## src/logic/ats_pkg.sv

```systemverilog
// constants and types shared by the trigger source select block
// assumes a 32-bit AXI4-Lite register bus with byte addresses
package ats_pkg;
    localparam int AXI_AW = 8;
    localparam int N_PWM_GEN = 5;
    localparam int SEL_W = 5;
    localparam int DIV_W = 7;
    // register byte addresses
    localparam logic [AXI_AW-1:0] ADDR_TRIGSEL0 = 8'h00;
    localparam logic [AXI_AW-1:0] ADDR_CORE_CFG = 8'h18;
    localparam logic [AXI_AW-1:0] ADDR_SW_TRIG = 8'h1C;
    localparam logic [AXI_AW-1:0] ADDR_STATUS = 8'h20;
    // field positions
    localparam int SEL_LO_LSB = 0;
    localparam int SEL_HI_LSB = 8;
    localparam int DIV_LSB = 0;
    localparam int RES_LSB = 8;
    localparam int EISEL_LSB = 12;
    localparam int SW_COMMON_BIT = 0;
    localparam int SW_LEVEL_BIT = 1;
    localparam int ST_PERIOD_LSB = 0;
    localparam int ST_INVALID_BIT = 8;
    localparam int ST_CLK_BIT = 9;
    // reset values
    localparam logic [SEL_W-1:0] SEL_RST = 5'h00;
    localparam logic [DIV_W-1:0] DIV_RST = 7'h00;
    localparam logic [1:0] RES_RST = 2'h0;
    localparam logic [2:0] EISEL_RST = 3'h0;
    // selector codes
    localparam logic [SEL_W-1:0] CODE_OFF = 5'h00;
    localparam logic [SEL_W-1:0] CODE_SW_COMMON = 5'h01;
    localparam logic [SEL_W-1:0] CODE_SW_LEVEL = 5'h02;
    localparam logic [SEL_W-1:0] CODE_PWM_SEVT = 5'h04;
    localparam logic [SEL_W-1:0] CODE_PWM_PRI1 = 5'h05;
    localparam logic [SEL_W-1:0] CODE_TMR1 = 5'h0C;
    localparam logic [SEL_W-1:0] CODE_TMR2 = 5'h0D;
    localparam logic [SEL_W-1:0] CODE_PWM_SEC_SEVT = 5'h0E;
    localparam logic [SEL_W-1:0] CODE_PWM_SEC1 = 5'h0F;
    localparam logic [SEL_W-1:0] CODE_OC1 = 5'h16;
    localparam logic [SEL_W-1:0] CODE_OC2 = 5'h17;
    localparam logic [SEL_W-1:0] CODE_PWM_CL1 = 5'h18;
    localparam logic [SEL_W-1:0] CODE_EXT = 5'h1F;
    // one bit per reserved code
    localparam logic [31:0] RSV_MASK = 32'h60300C08;
    // clock divider decode
    localparam logic [DIV_W-1:0] DIV_DIRECT_MIN = 7'h02;
    localparam logic [DIV_W-1:0] DIV_MIN_HALF = 7'h01;
    // resolution and early interrupt limits
    localparam logic [1:0] RES_6BIT = 2'h0;
    localparam logic [1:0] RES_8BIT = 2'h1;
    localparam logic [2:0] EISEL_6B_MIN = 3'h4;
    localparam logic [2:0] EISEL_8B_MIN = 3'h6;
    localparam logic [1:0] RESP_OKAY = 2'h0;
    localparam logic [1:0] RESP_SLVERR = 2'h2;
    // trigger sources as they arrive
    typedef struct packed {
        logic ext;
        logic [N_PWM_GEN-1:0] cl;
        logic oc2;
        logic oc1;
        logic [N_PWM_GEN-1:0] sec;
        logic sevt2;
        logic tmr2;
        logic tmr1;
        logic [N_PWM_GEN-1:0] pri;
        logic sevt;
    } ats_src_t;
endpackage

```

## src/logic/ats_trig_if.sv

```systemverilog
// selector code and start pulse of one analog input slot
// assumes the controller drives the code and the mux drives the start
`timescale 1ns/1ps
`default_nettype none
interface ats_trig_if;
    logic [4:0] code;
    logic start;
    modport ctl (output code, input start);
    modport mux (input code, output start);
endinterface
`default_nettype wire

```

## src/logic/ats_trig_mux.sv

```systemverilog
// trigger routing for one analog input
// assumes src_vec is indexed by selector code and already synchronised
`timescale 1ns/1ps
`default_nettype none
module ats_trig_mux (
    input wire logic aclk,
    input wire logic aresetn,
    input wire logic [31:0] src_vec,
    ats_trig_if.mux trig
);
    logic start_q;
    logic hit;

    // reserved and off codes never pass an event
    assign hit = src_vec[trig.code] && !ats_pkg::RSV_MASK[trig.code]
        && (trig.code != ats_pkg::CODE_OFF);

    // one start request per selected edge event, held every cycle for the level trigger
    always_ff @(posedge aclk) begin
        if (!aresetn) begin
            start_q <= 1'b0;
        end else begin
            start_q <= hit;
        end
    end
    assign trig.start = start_q;

    property p_off;
        @(posedge aclk) disable iff (!aresetn)
        trig.code == ats_pkg::CODE_OFF |=> !trig.start;
    endproperty
    a_off: assert property (p_off) else $error("start with trigger off");

    property p_rsv;
        @(posedge aclk) disable iff (!aresetn)
        ats_pkg::RSV_MASK[trig.code] |=> !trig.start;
    endproperty
    a_rsv: assert property (p_rsv) else $error("start from reserved code");

    property p_single;
        @(posedge aclk) disable iff (!aresetn)
        trig.start && trig.code != ats_pkg::CODE_SW_LEVEL
            && $stable(trig.code) |=> !trig.start;
    endproperty
    a_single: assert property (p_single) else $error("edge start longer than one cycle");
endmodule
`default_nettype wire

```

## src/logic/ats_core_div.sv

```systemverilog
// shared converter core clock divider
// assumes the divider code comes from a register on the same clock
`timescale 1ns/1ps
`default_nettype none
module ats_core_div (
    input wire logic aclk,
    input wire logic aresetn,
    input wire logic [6:0] div_code,
    output logic core_clk,
    output logic [7:0] period
);
    logic [6:0] half;
    logic [6:0] cnt_q;
    logic clk_q;
    logic [7:0] period_q;
    logic clk_prev_q;
    logic [7:0] gap_q;

    // codes 0 and 1 both give two source periods, others give twice the code
    assign half = (div_code < ats_pkg::DIV_DIRECT_MIN) ? ats_pkg::DIV_MIN_HALF : div_code;

    // toggle every half period; a shrinking code ends the phase at once
    always_ff @(posedge aclk) begin
        if (!aresetn) begin
            cnt_q <= 7'h00;
            clk_q <= 1'b0;
        end else if (cnt_q >= half - 7'h01) begin
            cnt_q <= 7'h00;
            clk_q <= ~clk_q;
        end else begin
            cnt_q <= cnt_q + 7'h01;
        end
    end

    // period in source clocks for status
    always_ff @(posedge aclk) begin
        if (!aresetn) begin
            period_q <= 8'h02;
        end else begin
            period_q <= {half, 1'b0};
        end
    end
    assign core_clk = clk_q;
    assign period = period_q;

    // helper: cycles between observed toggles
    always_ff @(posedge aclk) begin
        if (!aresetn) begin
            clk_prev_q <= 1'b0;
            gap_q <= 8'h00;
        end else begin
            clk_prev_q <= clk_q;
            gap_q <= (clk_q != clk_prev_q) ? 8'h01 : gap_q + 8'h01;
        end
    end

    property p_div3;
        @(posedge aclk) disable iff (!aresetn)
        clk_q != clk_prev_q && div_code == 7'h03 && $past(div_code) == 7'h03
            && $past(div_code, 2) == 7'h03 && $past(div_code, 3) == 7'h03
            |-> gap_q == 8'h03;
    endproperty
    a_div3: assert property (p_div3) else $error("code 3 not six periods");

    property p_div127;
        @(posedge aclk) disable iff (!aresetn)
        div_code == 7'h7F |=> period == 8'hFE;
    endproperty
    a_div127: assert property (p_div127) else $error("code 127 not 254 periods");
endmodule
`default_nettype wire

```

## src/logic/ats_top.sv

```systemverilog
// trigger source select for the converter inputs, with core clock divider
// assumes an AXI4-Lite master on aclk and asynchronous trigger sources
//
// Implementation choices: the AXI4-Lite register port and the register offsets.
`timescale 1ns/1ps
`default_nettype none
module ats_top #(
    parameter int N_REG = 6
) (
    input wire logic aclk,
    input wire logic aresetn,
    input wire logic [7:0] s_axi_awaddr,
    input wire logic s_axi_awvalid,
    output logic s_axi_awready,
    input wire logic [31:0] s_axi_wdata,
    input wire logic [3:0] s_axi_wstrb,
    input wire logic s_axi_wvalid,
    output logic s_axi_wready,
    output logic [1:0] s_axi_bresp,
    output logic s_axi_bvalid,
    input wire logic s_axi_bready,
    input wire logic [7:0] s_axi_araddr,
    input wire logic s_axi_arvalid,
    output logic s_axi_arready,
    output logic [31:0] s_axi_rdata,
    output logic [1:0] s_axi_rresp,
    output logic s_axi_rvalid,
    input wire logic s_axi_rready,
    input wire logic pwm_special_evt,
    input wire logic pwm_sec_special_evt,
    input wire logic [4:0] pwm_primary_trig,
    input wire logic [4:0] pwm_secondary_trig,
    input wire logic [4:0] pwm_current_limit,
    input wire logic timer1_period_match,
    input wire logic timer2_period_match,
    input wire logic oc1_trig,
    input wire logic oc2_trig,
    input wire logic external_trigger_pin,
    output logic [2*N_REG-1:0] conv_start,
    output logic converter_core_clock_period,
    output logic cfg_invalid
);
    logic awready_q, aw_have_q, wready_q, w_have_q, bvalid_q, arready_q, rvalid_q;
    logic [7:0] aw_addr_q;
    logic [31:0] w_data_q;
    logic [3:0] w_strb_q;
    logic [1:0] bresp_q, rresp_q;
    logic [31:0] rdata_q;
    logic do_write;
    logic [5:0] widx, ridx;
    logic wr_map, rd_err;
    logic [31:0] rd_word;
    logic [4:0] sel_q [2*N_REG];
    logic [6:0] div_q;
    logic [1:0] res_q;
    logic [2:0] eisel_q;
    logic level_q, common_q, cfg_invalid_q;
    logic [7:0] period;
    logic core_clk;
    ats_pkg::ats_src_t src_raw, src_s1_q, src_s2_q, src_s3_q, src_edge;
    logic [31:0] src_vec;

    assign widx = aw_addr_q[7:2];
    assign ridx = s_axi_araddr[7:2];
    assign do_write = aw_have_q && w_have_q && !bvalid_q;

    // write address channel, taken independently of data
    always_ff @(posedge aclk) begin
        if (!aresetn) begin
            awready_q <= 1'b0;
            aw_have_q <= 1'b0;
            aw_addr_q <= 8'h00;
        end else if (s_axi_awvalid && awready_q) begin
            awready_q <= 1'b0;
            aw_have_q <= 1'b1;
            aw_addr_q <= s_axi_awaddr;
        end else if (do_write) begin
            aw_have_q <= 1'b0;
            awready_q <= 1'b1;
        end else if (!aw_have_q) begin
            awready_q <= 1'b1;
        end
    end

    // write data channel
    always_ff @(posedge aclk) begin
        if (!aresetn) begin
            wready_q <= 1'b0;
            w_have_q <= 1'b0;
            w_data_q <= 32'h00000000;
            w_strb_q <= 4'h0;
        end else if (s_axi_wvalid && wready_q) begin
            wready_q <= 1'b0;
            w_have_q <= 1'b1;
            w_data_q <= s_axi_wdata;
            w_strb_q <= s_axi_wstrb;
        end else if (do_write) begin
            w_have_q <= 1'b0;
            wready_q <= 1'b1;
        end else if (!w_have_q) begin
            wready_q <= 1'b1;
        end
    end

    // write decode: every mapped word except status accepts writes
    always_comb begin
        wr_map = (int'(widx) < N_REG) || widx == ats_pkg::ADDR_CORE_CFG[7:2]
            || widx == ats_pkg::ADDR_SW_TRIG[7:2];
    end

    // write response
    always_ff @(posedge aclk) begin
        if (!aresetn) begin
            bvalid_q <= 1'b0;
            bresp_q <= ats_pkg::RESP_OKAY;
        end else if (do_write) begin
            bvalid_q <= 1'b1;
            bresp_q <= wr_map ? ats_pkg::RESP_OKAY : ats_pkg::RESP_SLVERR;
        end else if (s_axi_bready && bvalid_q) begin
            bvalid_q <= 1'b0;
        end
    end

    // trigger selectors, two five-bit fields per register word
    always_ff @(posedge aclk) begin
        if (!aresetn) begin
            for (int k = 0; k < 2*N_REG; k++) begin
                sel_q[k] <= ats_pkg::SEL_RST;
            end
        end else if (do_write) begin
            for (int x = 0; x < N_REG; x++) begin
                if (int'(widx) == x && w_strb_q[0]) begin
                    sel_q[2*x] <= w_data_q[ats_pkg::SEL_LO_LSB +: ats_pkg::SEL_W];
                end
                if (int'(widx) == x && w_strb_q[1]) begin
                    sel_q[2*x+1] <= w_data_q[ats_pkg::SEL_HI_LSB +: ats_pkg::SEL_W];
                end
            end
        end
    end

    // shared core configuration
    always_ff @(posedge aclk) begin
        if (!aresetn) begin
            div_q <= ats_pkg::DIV_RST;
            res_q <= ats_pkg::RES_RST;
            eisel_q <= ats_pkg::EISEL_RST;
        end else if (do_write && widx == ats_pkg::ADDR_CORE_CFG[7:2]) begin
            if (w_strb_q[0]) begin
                div_q <= w_data_q[ats_pkg::DIV_LSB +: ats_pkg::DIV_W];
            end
            if (w_strb_q[1]) begin
                res_q <= w_data_q[ats_pkg::RES_LSB +: 2];
                eisel_q <= w_data_q[ats_pkg::EISEL_LSB +: 3];
            end
        end
    end

    // software triggers: common is a one-cycle pulse, level is held
    always_ff @(posedge aclk) begin
        if (!aresetn) begin
            level_q <= 1'b0;
            common_q <= 1'b0;
        end else begin
            common_q <= do_write && widx == ats_pkg::ADDR_SW_TRIG[7:2] && w_strb_q[0]
                && w_data_q[ats_pkg::SW_COMMON_BIT];
            if (do_write && widx == ats_pkg::ADDR_SW_TRIG[7:2] && w_strb_q[0]) begin
                level_q <= w_data_q[ats_pkg::SW_LEVEL_BIT];
            end
        end
    end

    // flag early interrupt settings that the resolution cannot use
    always_ff @(posedge aclk) begin
        if (!aresetn) begin
            cfg_invalid_q <= 1'b0;
        end else begin
            cfg_invalid_q <= (res_q == ats_pkg::RES_6BIT && eisel_q >= ats_pkg::EISEL_6B_MIN)
                || (res_q == ats_pkg::RES_8BIT && eisel_q >= ats_pkg::EISEL_8B_MIN);
        end
    end
    assign cfg_invalid = cfg_invalid_q;

    // read decode; unused select bits stay zero
    always_comb begin
        rd_word = 32'h00000000;
        rd_err = 1'b0;
        if (int'(ridx) < N_REG) begin
            rd_word[ats_pkg::SEL_LO_LSB +: ats_pkg::SEL_W] = sel_q[2*int'(ridx)];
            rd_word[ats_pkg::SEL_HI_LSB +: ats_pkg::SEL_W] = sel_q[2*int'(ridx)+1];
        end else if (ridx == ats_pkg::ADDR_CORE_CFG[7:2]) begin
            rd_word[ats_pkg::DIV_LSB +: ats_pkg::DIV_W] = div_q;
            rd_word[ats_pkg::RES_LSB +: 2] = res_q;
            rd_word[ats_pkg::EISEL_LSB +: 3] = eisel_q;
        end else if (ridx == ats_pkg::ADDR_SW_TRIG[7:2]) begin
            rd_word[ats_pkg::SW_LEVEL_BIT] = level_q;
        end else if (ridx == ats_pkg::ADDR_STATUS[7:2]) begin
            rd_word[ats_pkg::ST_PERIOD_LSB +: 8] = period;
            rd_word[ats_pkg::ST_INVALID_BIT] = cfg_invalid_q;
            rd_word[ats_pkg::ST_CLK_BIT] = core_clk;
        end else begin
            rd_err = 1'b1;
        end
    end

    // read channel, one read at a time
    always_ff @(posedge aclk) begin
        if (!aresetn) begin
            arready_q <= 1'b0;
            rvalid_q <= 1'b0;
            rdata_q <= 32'h00000000;
            rresp_q <= ats_pkg::RESP_OKAY;
        end else if (s_axi_arvalid && arready_q) begin
            arready_q <= 1'b0;
            rvalid_q <= 1'b1;
            rdata_q <= rd_word;
            rresp_q <= rd_err ? ats_pkg::RESP_SLVERR : ats_pkg::RESP_OKAY;
        end else if (rvalid_q && s_axi_rready) begin
            rvalid_q <= 1'b0;
            arready_q <= 1'b1;
        end else if (!rvalid_q) begin
            arready_q <= 1'b1;
        end
    end

    assign s_axi_awready = awready_q;
    assign s_axi_wready = wready_q;
    assign s_axi_bvalid = bvalid_q;
    assign s_axi_bresp = bresp_q;
    assign s_axi_arready = arready_q;
    assign s_axi_rvalid = rvalid_q;
    assign s_axi_rdata = rdata_q;
    assign s_axi_rresp = rresp_q;

    // gather raw trigger sources
    always_comb begin
        src_raw.ext = external_trigger_pin;
        src_raw.cl = pwm_current_limit;
        src_raw.oc2 = oc2_trig;
        src_raw.oc1 = oc1_trig;
        src_raw.sec = pwm_secondary_trig;
        src_raw.sevt2 = pwm_sec_special_evt;
        src_raw.tmr2 = timer2_period_match;
        src_raw.tmr1 = timer1_period_match;
        src_raw.pri = pwm_primary_trig;
        src_raw.sevt = pwm_special_evt;
    end

    // two-flop synchroniser plus one stage for edge detection
    always_ff @(posedge aclk) begin
        if (!aresetn) begin
            src_s1_q <= '0;
            src_s2_q <= '0;
            src_s3_q <= '0;
        end else begin
            src_s1_q <= src_raw;
            src_s2_q <= src_s1_q;
            src_s3_q <= src_s2_q;
        end
    end
    assign src_edge = src_s2_q & ~src_s3_q;

    // event vector indexed by selector code
    always_comb begin
        src_vec = 32'h00000000;
        src_vec[ats_pkg::CODE_SW_COMMON] = common_q;
        src_vec[ats_pkg::CODE_SW_LEVEL] = level_q;
        src_vec[ats_pkg::CODE_PWM_SEVT] = src_edge.sevt;
        src_vec[ats_pkg::CODE_PWM_SEC_SEVT] = src_edge.sevt2;
        for (int g = 0; g < ats_pkg::N_PWM_GEN; g++) begin
            src_vec[int'(ats_pkg::CODE_PWM_PRI1) + g] = src_edge.pri[g];
            src_vec[int'(ats_pkg::CODE_PWM_SEC1) + g] = src_edge.sec[g];
            src_vec[int'(ats_pkg::CODE_PWM_CL1) + g] = src_edge.cl[g];
        end
        src_vec[ats_pkg::CODE_TMR1] = src_edge.tmr1;
        src_vec[ats_pkg::CODE_TMR2] = src_edge.tmr2;
        src_vec[ats_pkg::CODE_OC1] = src_edge.oc1;
        src_vec[ats_pkg::CODE_OC2] = src_edge.oc2;
        src_vec[ats_pkg::CODE_EXT] = src_edge.ext;
    end

    // one router per analog input: register x low field drives slot 2x, high field slot 2x+1
    for (genvar i = 0; i < 2*N_REG; i++) begin : g_slot
        ats_trig_if u_if ();
        assign u_if.code = sel_q[i];
        assign conv_start[i] = u_if.start;
        ats_trig_mux u_mux (
            .aclk(aclk),
            .aresetn(aresetn),
            .src_vec(src_vec),
            .trig(u_if)
        );
    end

    // shared converter core clock
    ats_core_div u_div (
        .aclk(aclk),
        .aresetn(aresetn),
        .div_code(div_q),
        .core_clk(core_clk),
        .period(period)
    );
    assign converter_core_clock_period = core_clk;

    property p_rd_rsv;
        @(posedge aclk) disable iff (!aresetn)
        s_axi_arvalid && arready_q && int'(ridx) < N_REG
            |=> rdata_q[15:13] == 3'h0 && rdata_q[7:5] == 3'h0 && rdata_q[31:16] == 16'h0000;
    endproperty
    a_rd_rsv: assert property (p_rd_rsv) else $error("reserved select bits not zero");

    property p_rst;
        @(posedge aclk) !aresetn |=> sel_q[0] == 5'h00 && sel_q[1] == 5'h00;
    endproperty
    a_rst: assert property (p_rst) else $error("selector not cleared by reset");

    property p_sevt;
        @(posedge aclk) disable iff (!aresetn)
        $rose(src_s2_q.sevt) && sel_q[0] == 5'h04 |=> conv_start[0];
    endproperty
    a_sevt: assert property (p_sevt) else $error("special event not routed");

    property p_pri;
        @(posedge aclk) disable iff (!aresetn)
        $rose(src_s2_q.pri[0]) && sel_q[0] == 5'h05 |=> conv_start[0];
    endproperty
    a_pri: assert property (p_pri) else $error("primary trigger 1 not routed");

    property p_sec;
        @(posedge aclk) disable iff (!aresetn)
        $rose(src_s2_q.sec[4]) && sel_q[1] == 5'h13 |=> conv_start[1];
    endproperty
    a_sec: assert property (p_sec) else $error("secondary trigger 5 not routed");

    property p_tmr;
        @(posedge aclk) disable iff (!aresetn)
        $rose(src_s2_q.tmr2) && sel_q[0] == 5'h0D |=> conv_start[0];
    endproperty
    a_tmr: assert property (p_tmr) else $error("timer 2 match not routed");

    property p_oc;
        @(posedge aclk) disable iff (!aresetn)
        $rose(src_s2_q.oc1) && sel_q[1] == 5'h16 |=> conv_start[1];
    endproperty
    a_oc: assert property (p_oc) else $error("compare 1 not routed");

    property p_ext;
        @(posedge aclk) disable iff (!aresetn)
        $rose(external_trigger_pin) && sel_q[1] == 5'h1F && $stable(sel_q[1])
            ##1 sel_q[1] == 5'h1F ##1 sel_q[1] == 5'h1F |-> ##[1:2] conv_start[1];
    endproperty
    a_ext: assert property (p_ext) else $error("external pin not routed");

    property p_cfg;
        @(posedge aclk) disable iff (!aresetn)
        res_q == 2'h1 && eisel_q == 3'h6 |=> cfg_invalid;
    endproperty
    a_cfg: assert property (p_cfg) else $error("invalid setting not flagged");
endmodule
`default_nettype wire

```

## config.mk

```make
export PLATFORM = sky130hd
export DESIGN_NAME = ats_top
export DESIGN_NICKNAME = d
export VERILOG_FILES = /design/src/logic/ats_pkg.sv /design/src/logic/ats_trig_if.sv /design/src/logic/ats_trig_mux.sv /design/src/logic/ats_core_div.sv /design/src/logic/ats_top.sv
export SDC_FILE = /design/constraint.sdc
export NUM_CORES = 1
export LEC_CHECK = 0
export BUFFER_PORTS_ARGS = -buffer_cell sky130_fd_sc_hd__buf_4
export CORE_UTILIZATION = 45
export DETAILED_ROUTE_END_ITERATION = 7
export PLACE_DENSITY = 0.73
export SYNTH_ARGS = -nofsm -noshare
export SYNTH_HDL_FRONTEND = slang
export SYNTH_SLANG_ARGS = --single-unit
```

## constraint.sdc

```tcl
create_clock -name aclk -period 3.35 [get_ports aclk]
set_input_delay 0.335 -clock aclk [delete_from_list [all_inputs] [get_ports aclk]]
set_output_delay 0.335 -clock aclk [all_outputs]
set_load 0.01 [all_outputs]
```

After elaboration in Yosys (flattened, before gate mapping)
Memory sizes are Yosys's and may differ from the RTL's.
Cells that the tools add are included.
{"block": "classes", "add_sub_neg": 3, "n_mul": 0, "div_mod_pow": 0, "magnitude_cmp": 18, "eq_ne": 14, "n_shift": 0, "n_mux": 131, "bitwise": 16, "reduce_logical": 89}
{"cell": "$mux W1", "n": 94}
{"cell": "$lt A5 B6 Y1 const B", "n": 12}
{"cell": "$mux W5", "n": 13}
{"cell": "$bmux W1 S5", "n": 12}
{"cell": "$reduce_bool A5 Y1", "n": 12}
{"cell": "$logic_and A1 B1 Y1", "n": 49}
{"cell": "$eq A6 B3 Y1 const B", "n": 6}
{"cell": "$and A22 B22 Y22", "n": 1}
{"cell": "$not A22 Y22", "n": 1}
{"cell": "$eq A6 B4 Y1 const B", "n": 3}
{"cell": "$mux W7", "n": 2}
{"cell": "$logic_not A1 Y1", "n": 13}
{"cell": "$lt A6 B3 Y1 const B", "n": 2}
{"cell": "$mux W2", "n": 6}
{"cell": "$or A1 B1 Y1", "n": 12}
{"cell": "$mux W10", "n": 1}
{"cell": "$mux W8", "n": 1}
{"cell": "$reduce_bool A2 Y1", "n": 4}
{"cell": "$reduce_or A2 Y1", "n": 4}
{"cell": "$add A7 B1 Y7 const B", "n": 1}
{"cell": "$ge A7 B7 Y1", "n": 1}
{"cell": "$lt A7 B2 Y1 const B", "n": 1}
{"cell": "$sub A7 B1 Y7 const B", "n": 1}
{"cell": "$eq A6 B2 Y1 const B", "n": 1}
{"cell": "other kinds (10)", "n": 18}
{"block": "totals", "ff_bits": 160, "latchBits": 0, "mem_bits_rw": 60, "romBits": 384, "output_inout_bits": 55, "elab_cells": 349, "memories": 13}
{"name": "sel_q", "words": 12, "width": 5, "read_ports": 14, "rd_clocked_by_memory_dff": 0, "write_ports": 12, "line_no": "ats_top.sv:53", "rtl": "logic [4:0] sel_q [2*N_REG];"}
{"name": "(no name shown)", "words": 32, "width": 1, "read_ports": 1, "rd_clocked_by_memory_dff": 0, "write_ports": 0, "line_no": "ats_trig_mux.sv:15", "rtl": "assign hit = src_vec[trig.code] && !ats_pkg::RSV_MASK[trig.code]"}
{"name": "(no name shown)", "words": 32, "width": 1, "read_ports": 1, "rd_clocked_by_memory_dff": 0, "write_ports": 0, "line_no": "ats_trig_mux.sv:15"}
{"name": "(no name shown)", "words": 32, "width": 1, "read_ports": 1, "rd_clocked_by_memory_dff": 0, "write_ports": 0, "line_no": "ats_trig_mux.sv:15"}
{"name": "(no name shown)", "words": 32, "width": 1, "read_ports": 1, "rd_clocked_by_memory_dff": 0, "write_ports": 0, "line_no": "ats_trig_mux.sv:15"}
{"name": "(no name shown)", "words": 32, "width": 1, "read_ports": 1, "rd_clocked_by_memory_dff": 0, "write_ports": 0, "line_no": "ats_trig_mux.sv:15"}
{"name": "+7 memories"}

Depth between registers and ports, before layout
{"block": "logic_depth", "depth_word": 7, "mapped_depth": 12, "depth_no_buf": 11}

Cells and area by module
From an unflattened synthesis, not the netlist that was laid out.
{"block": "unflattened", "hier_cells": 1232, "hier_area_um2": 12469.5}
{"mod": "ats_top", "n_inst": 1, "cells_each": 671, "area_per_inst_um2": 7174.4, "seq_area_each_um2": 4344.2}
{"mod": "ats_trig_mux", "n_inst": 12, "cells_each": 40, "area_per_inst_um2": 375.4, "seq_area_each_um2": 20.0}
{"mod": "ats_core_div", "n_inst": 1, "cells_each": 81, "area_per_inst_um2": 790.8, "seq_area_each_um2": 300.3}

Least setup slack after synthesis
No wires, ideal clock.
{"block": "synth_timing", "kind": "register to register", "from": "register div_q[2]", "to": "register u_div.clk_q, in the netlist u_div.core_clk", "setup_time_ps": 144, "t_arrival_ps": 2333, "slack_ps": 873, "path_stages_with_launch": 13, "n_path_buf": 1, "synth_period_minus_slack_ps": 2477, "path_cell_list": "dfxtp_1 > clkbuf_1 > nor4_1 > a21oi_1 > ha_1 > nand2_1 > xor2_1 > ha_1 > o21a_1 > nor2_1 > nor4_1 > a311oi_1 > o311ai_0"}
{"block": "synth_via", "elab_chain_len": 4}
{"item": "start, declared", "line_no": "ats_top.sv:54", "rtl": "logic [6:0] div_q;"}
{"item": "start signal, assigned", "line_no": "ats_top.sv:145", "rtl": "div_q <= ats_pkg::DIV_RST;"}
{"item": "start signal, assigned", "line_no": "ats_top.sv:150", "rtl": "div_q <= w_data_q[ats_pkg::DIV_LSB +: ats_pkg::DIV_W];"}
{"item": "$lt A7 B2 Y1", "line_no": "ats_core_div.sv:20", "rtl": "assign half = (div_code < ats_pkg::DIV_DIRECT_MIN) ? ats_pkg::DIV_MIN_HALF : div_code;"}
{"item": "$mux W7 (*)", "line_no": "ats_core_div.sv:20"}
{"item": "$sub A7 B1 Y7 (*)", "line_no": "ats_core_div.sv:27", "rtl": "end else if (cnt_q >= half - 7'h01) begin"}
{"item": "$ge A7 B7 Y1 (*)", "line_no": "ats_core_div.sv:27"}
{"item": "end signal, assigned", "line_no": "ats_core_div.sv:29", "rtl": "clk_q <= ~clk_q;"}
{"item": "end, declared", "line_no": "ats_core_div.sv:14", "rtl": "logic clk_q;"}
Every way passes the cells marked *; elsewhere a longest branch is shown, timed or not.
A chain may end at the register's enable or synchronous reset.

Worst setup path after layout
Same ends and word-level chain as after synthesis.

==> results.cfg <==
[synthesis]
synthAdderAreaFrac = 0.0359
yosysTopAreaCell = dfxtp_1
synth_top_family_by_area = simple AND/OR/NAND/NOR gates
synthMuxAreaShare = 0.143
ys_seq_area_frac = 0.425
yosys.area_share.simple = 0.195
syn_area_um2 = 11500
synth_top_cell_area_share = 0.268
synth-seq-cells = 214
synth_ff_type = dfxtp_1
syn_avg_cell_area_um2 = 9.83
synthCells = 1168
async_flop_share = 0
synth-compound-area-share = 0.124
synth_xor_area_frac = 0.00762
ys_types = 73
synth-edff-count = 60
synth_warnings = 0
ys_top_cells_by_area = dfxtp_1 27%, edfxtp_1 16%, mux4_2 11%

[timing]
max_freq_ghz = 0.373
hold_violations = 0
fin_skew_ps = 10.1
rsz0062_at_grt = false
final.min_clock_period_ps = 2680
finalCritPeriodShare = 0.801
setup_violations = 0
fin_tns_setup_ps = 0
max_slew_margin = 0.365
maxSlewViolCount = 0
tightest_slew_ps = 950

[die]
die_area_um2 = 26200
start_util = 0.457
die_h_um = 162
core-area_um2 = 25100
num_rows = 58
pin_count = 136
dieWidth_um = 162

[global_routing]
grt_max_degree = 59
grt_first_pass_wirelength_um = 46900
grt_overflow = 0
antenna_found_initial = 0
grtUsageTotal = 0.229
grt_pass1_vias = 8521

[layout]
finalNetCount = 1325
num_antenna_cells = 0
final_common_cell = dfxtp_1
drive_gt1_frac = 0.182
area_growth_pct = 13.8
final_area_um2 = 13100
final_cell_mix = 154 x dfxtp_1, 128 x nand2_1, 111 x buf_4

[setup_path]
crit_type = reg -> reg
end_kind = register
cp.required_ps = 3750
crit_fanout = 8
worstSetupStartpointType = register
crit_arrival_ps = 3080

[placed_design]
place_congestion = 0.922
port_buffers = 92
dp_hpwl_um = 20600
dpl_cell_area_um2 = 12200

[clock_network]
clockRootBuffer = clkbuf_16
cts_max_path_buffers = 3
clkTransAtPathRegs_ps = 60
tritoncts = yes
cts_setup_buffers = 0
cts_max_level = 1
clock_insertion_delay_worst_skew_ps = 540
cts_sinks = 214
cts_resized = 0
cts_inserted_buffers = 23

[power]
leakagePower_nw = 4.99
power_density_nw_per_um2 = 471
vdd_drop_max_uv = 437

[job]
maxCapViolations = 0

[detailed_routing]
ant_nets = 0
wl_um = 30100
routedWlPerCell_um = 19.3
vias_per_cell = 5.84
vias = 9098
drc = 2
dr.pass1.iters = 7
drt-initial-drc-count = 807

[run_status]
violations = DRC
status = finished, violations left

[worst_hold_path]
holdCritPathClass = in -> reg
[power breakdown]
| part | internal, mW | switching, mW | leakage (nW) |
|---|---|---|---|
| Clock | 1.66 | 1.08 | 0.385 |
| Sequential | 2.75 | 0.104 | 1.88 |
| Combinational | 0.255 | 0.299 | 2.73 |
| Total | 4.67 | 1.48 | 4.99 |
[cells by family (layout without fill, tap and decap cells)]
| group | Yosys count | count (layout) |
|---|---|---|
| DFF | 214 | 214 |
| adders and majority gates | 33 | 33 |
| buffers and inverters | 170 | 212 |
| other | 1 | 19 |
| muxes | 95 | 95 |
| and+or+nand+nor | 440 | 440 |
| AOI/OAI and AO/OA | 205 | 205 |
| xor gates and xnor gates | 10 | 10 |
[worst paths after layout]
| check | start | to | slack [ps] | cells past startpoint |
|---|---|---|---|---|
| max | div_q[2] | u_div.core_clk | 670 | 11 |
| min | pwm_special_evt | src_s1_q[0] | 10 | 2 |
| min reg2reg | src_s1_q[14] | src_s2_q[14] | 430 | 1 |
| max reg2reg | div_q[2] | u_div.core_clk | 670 | 11 |
[worst max-delay path, cell delays in order (launching register included)]
cell	delay [ps]
dfxtp_1	380
nor4_1	370
a21oi_1	210
ha_1	290
nand2_1	80
xor2_1	140
ha_1	250
o21a_1	110
nor2_1	230
nor4_1	100
a311oi_1	230
o311ai_0	160
[state kept, by name, indices dropped and copies added (netlist names), 2 cells and up]
register	count
u_div.period	7
u_div.cnt_q	7
src_s1_q	22
src_s2_q	22
aw_addr_q	6
sel_q	60
g_slot.u_mux.trig.start	12
s_axi_rdata	15
src_s3_q	22
w_strb_q	2
eisel_q	3
res_q	2
w_data_q	14
div_q	7
[final cells by class]
| cell class | count | area [um2] |
|---|---|---|
| clock inverter | 17 | 239 |
| sequential | 214 | 4880 |
| fill | 2282 | 12000 |
| inverter | 56 | 210 |
| multi-input combinational | 802 | 5880 |
| tap | 330 | 413 |
| timing repair buffer | 114 | 863 |
| clock buffer | 25 | 583 |
[stage by stage]
step           hold slack [ps]  cells  total power, mW  worst slack (ps)   util
6_report                  10.8   1558             6.15               667  0.520
4_1_cts                   4.82   1558             6.19               652  0.520
5_1_grt                   1.80   1558             6.34               385  0.520
3_3_place_gp               417   1513             3.44               755  0.487
2_1_floorplan              412   1186             3.26               873      -
3_5_place_dp               417   1513             3.45               660  0.487
[timing repair]
action | in CTS | in global routing
hold buffers | 3 | 0
setup endpoints to repair | 0 | 0
hold endpoints to repair | 3 | 0
[cells in the mapped netlist (6+ instances only)]
master and count:
dfxtp_1 154, nand2_1 128, nor2_1 82, and2_1 78
edfxtp_1 60, a21oi_1 56, clkbuf_1 54, mux4_2 54
inv_1 49, buf_4 33, ha_1 33, mux2i_1 33
nor3_1 28, o21ai_0 26, nand3_1 25, nor2b_1 25
nand2b_1 21, buf_2 19, a2111oi_0 14, a31oi_1 14
o211ai_1 14, nand3b_1 11, a211oi_1 9, a221oi_1 8
mux2_2 7, nor4b_1 7, o22ai_1 7, or3_1 7
a211o_1 6, buf_1 6, o221ai_1 6
[metal layers]
metal  vias up  track usage  routed length [um]
li1       4242            -                   -
met2       481        0.359               13700
met3        76       0.0483                3000
met1      4299        0.311               12500
met5         -            0                   0
met4         0       0.0806                 849
No activity file was read; power rests on OpenSTA's default activity.
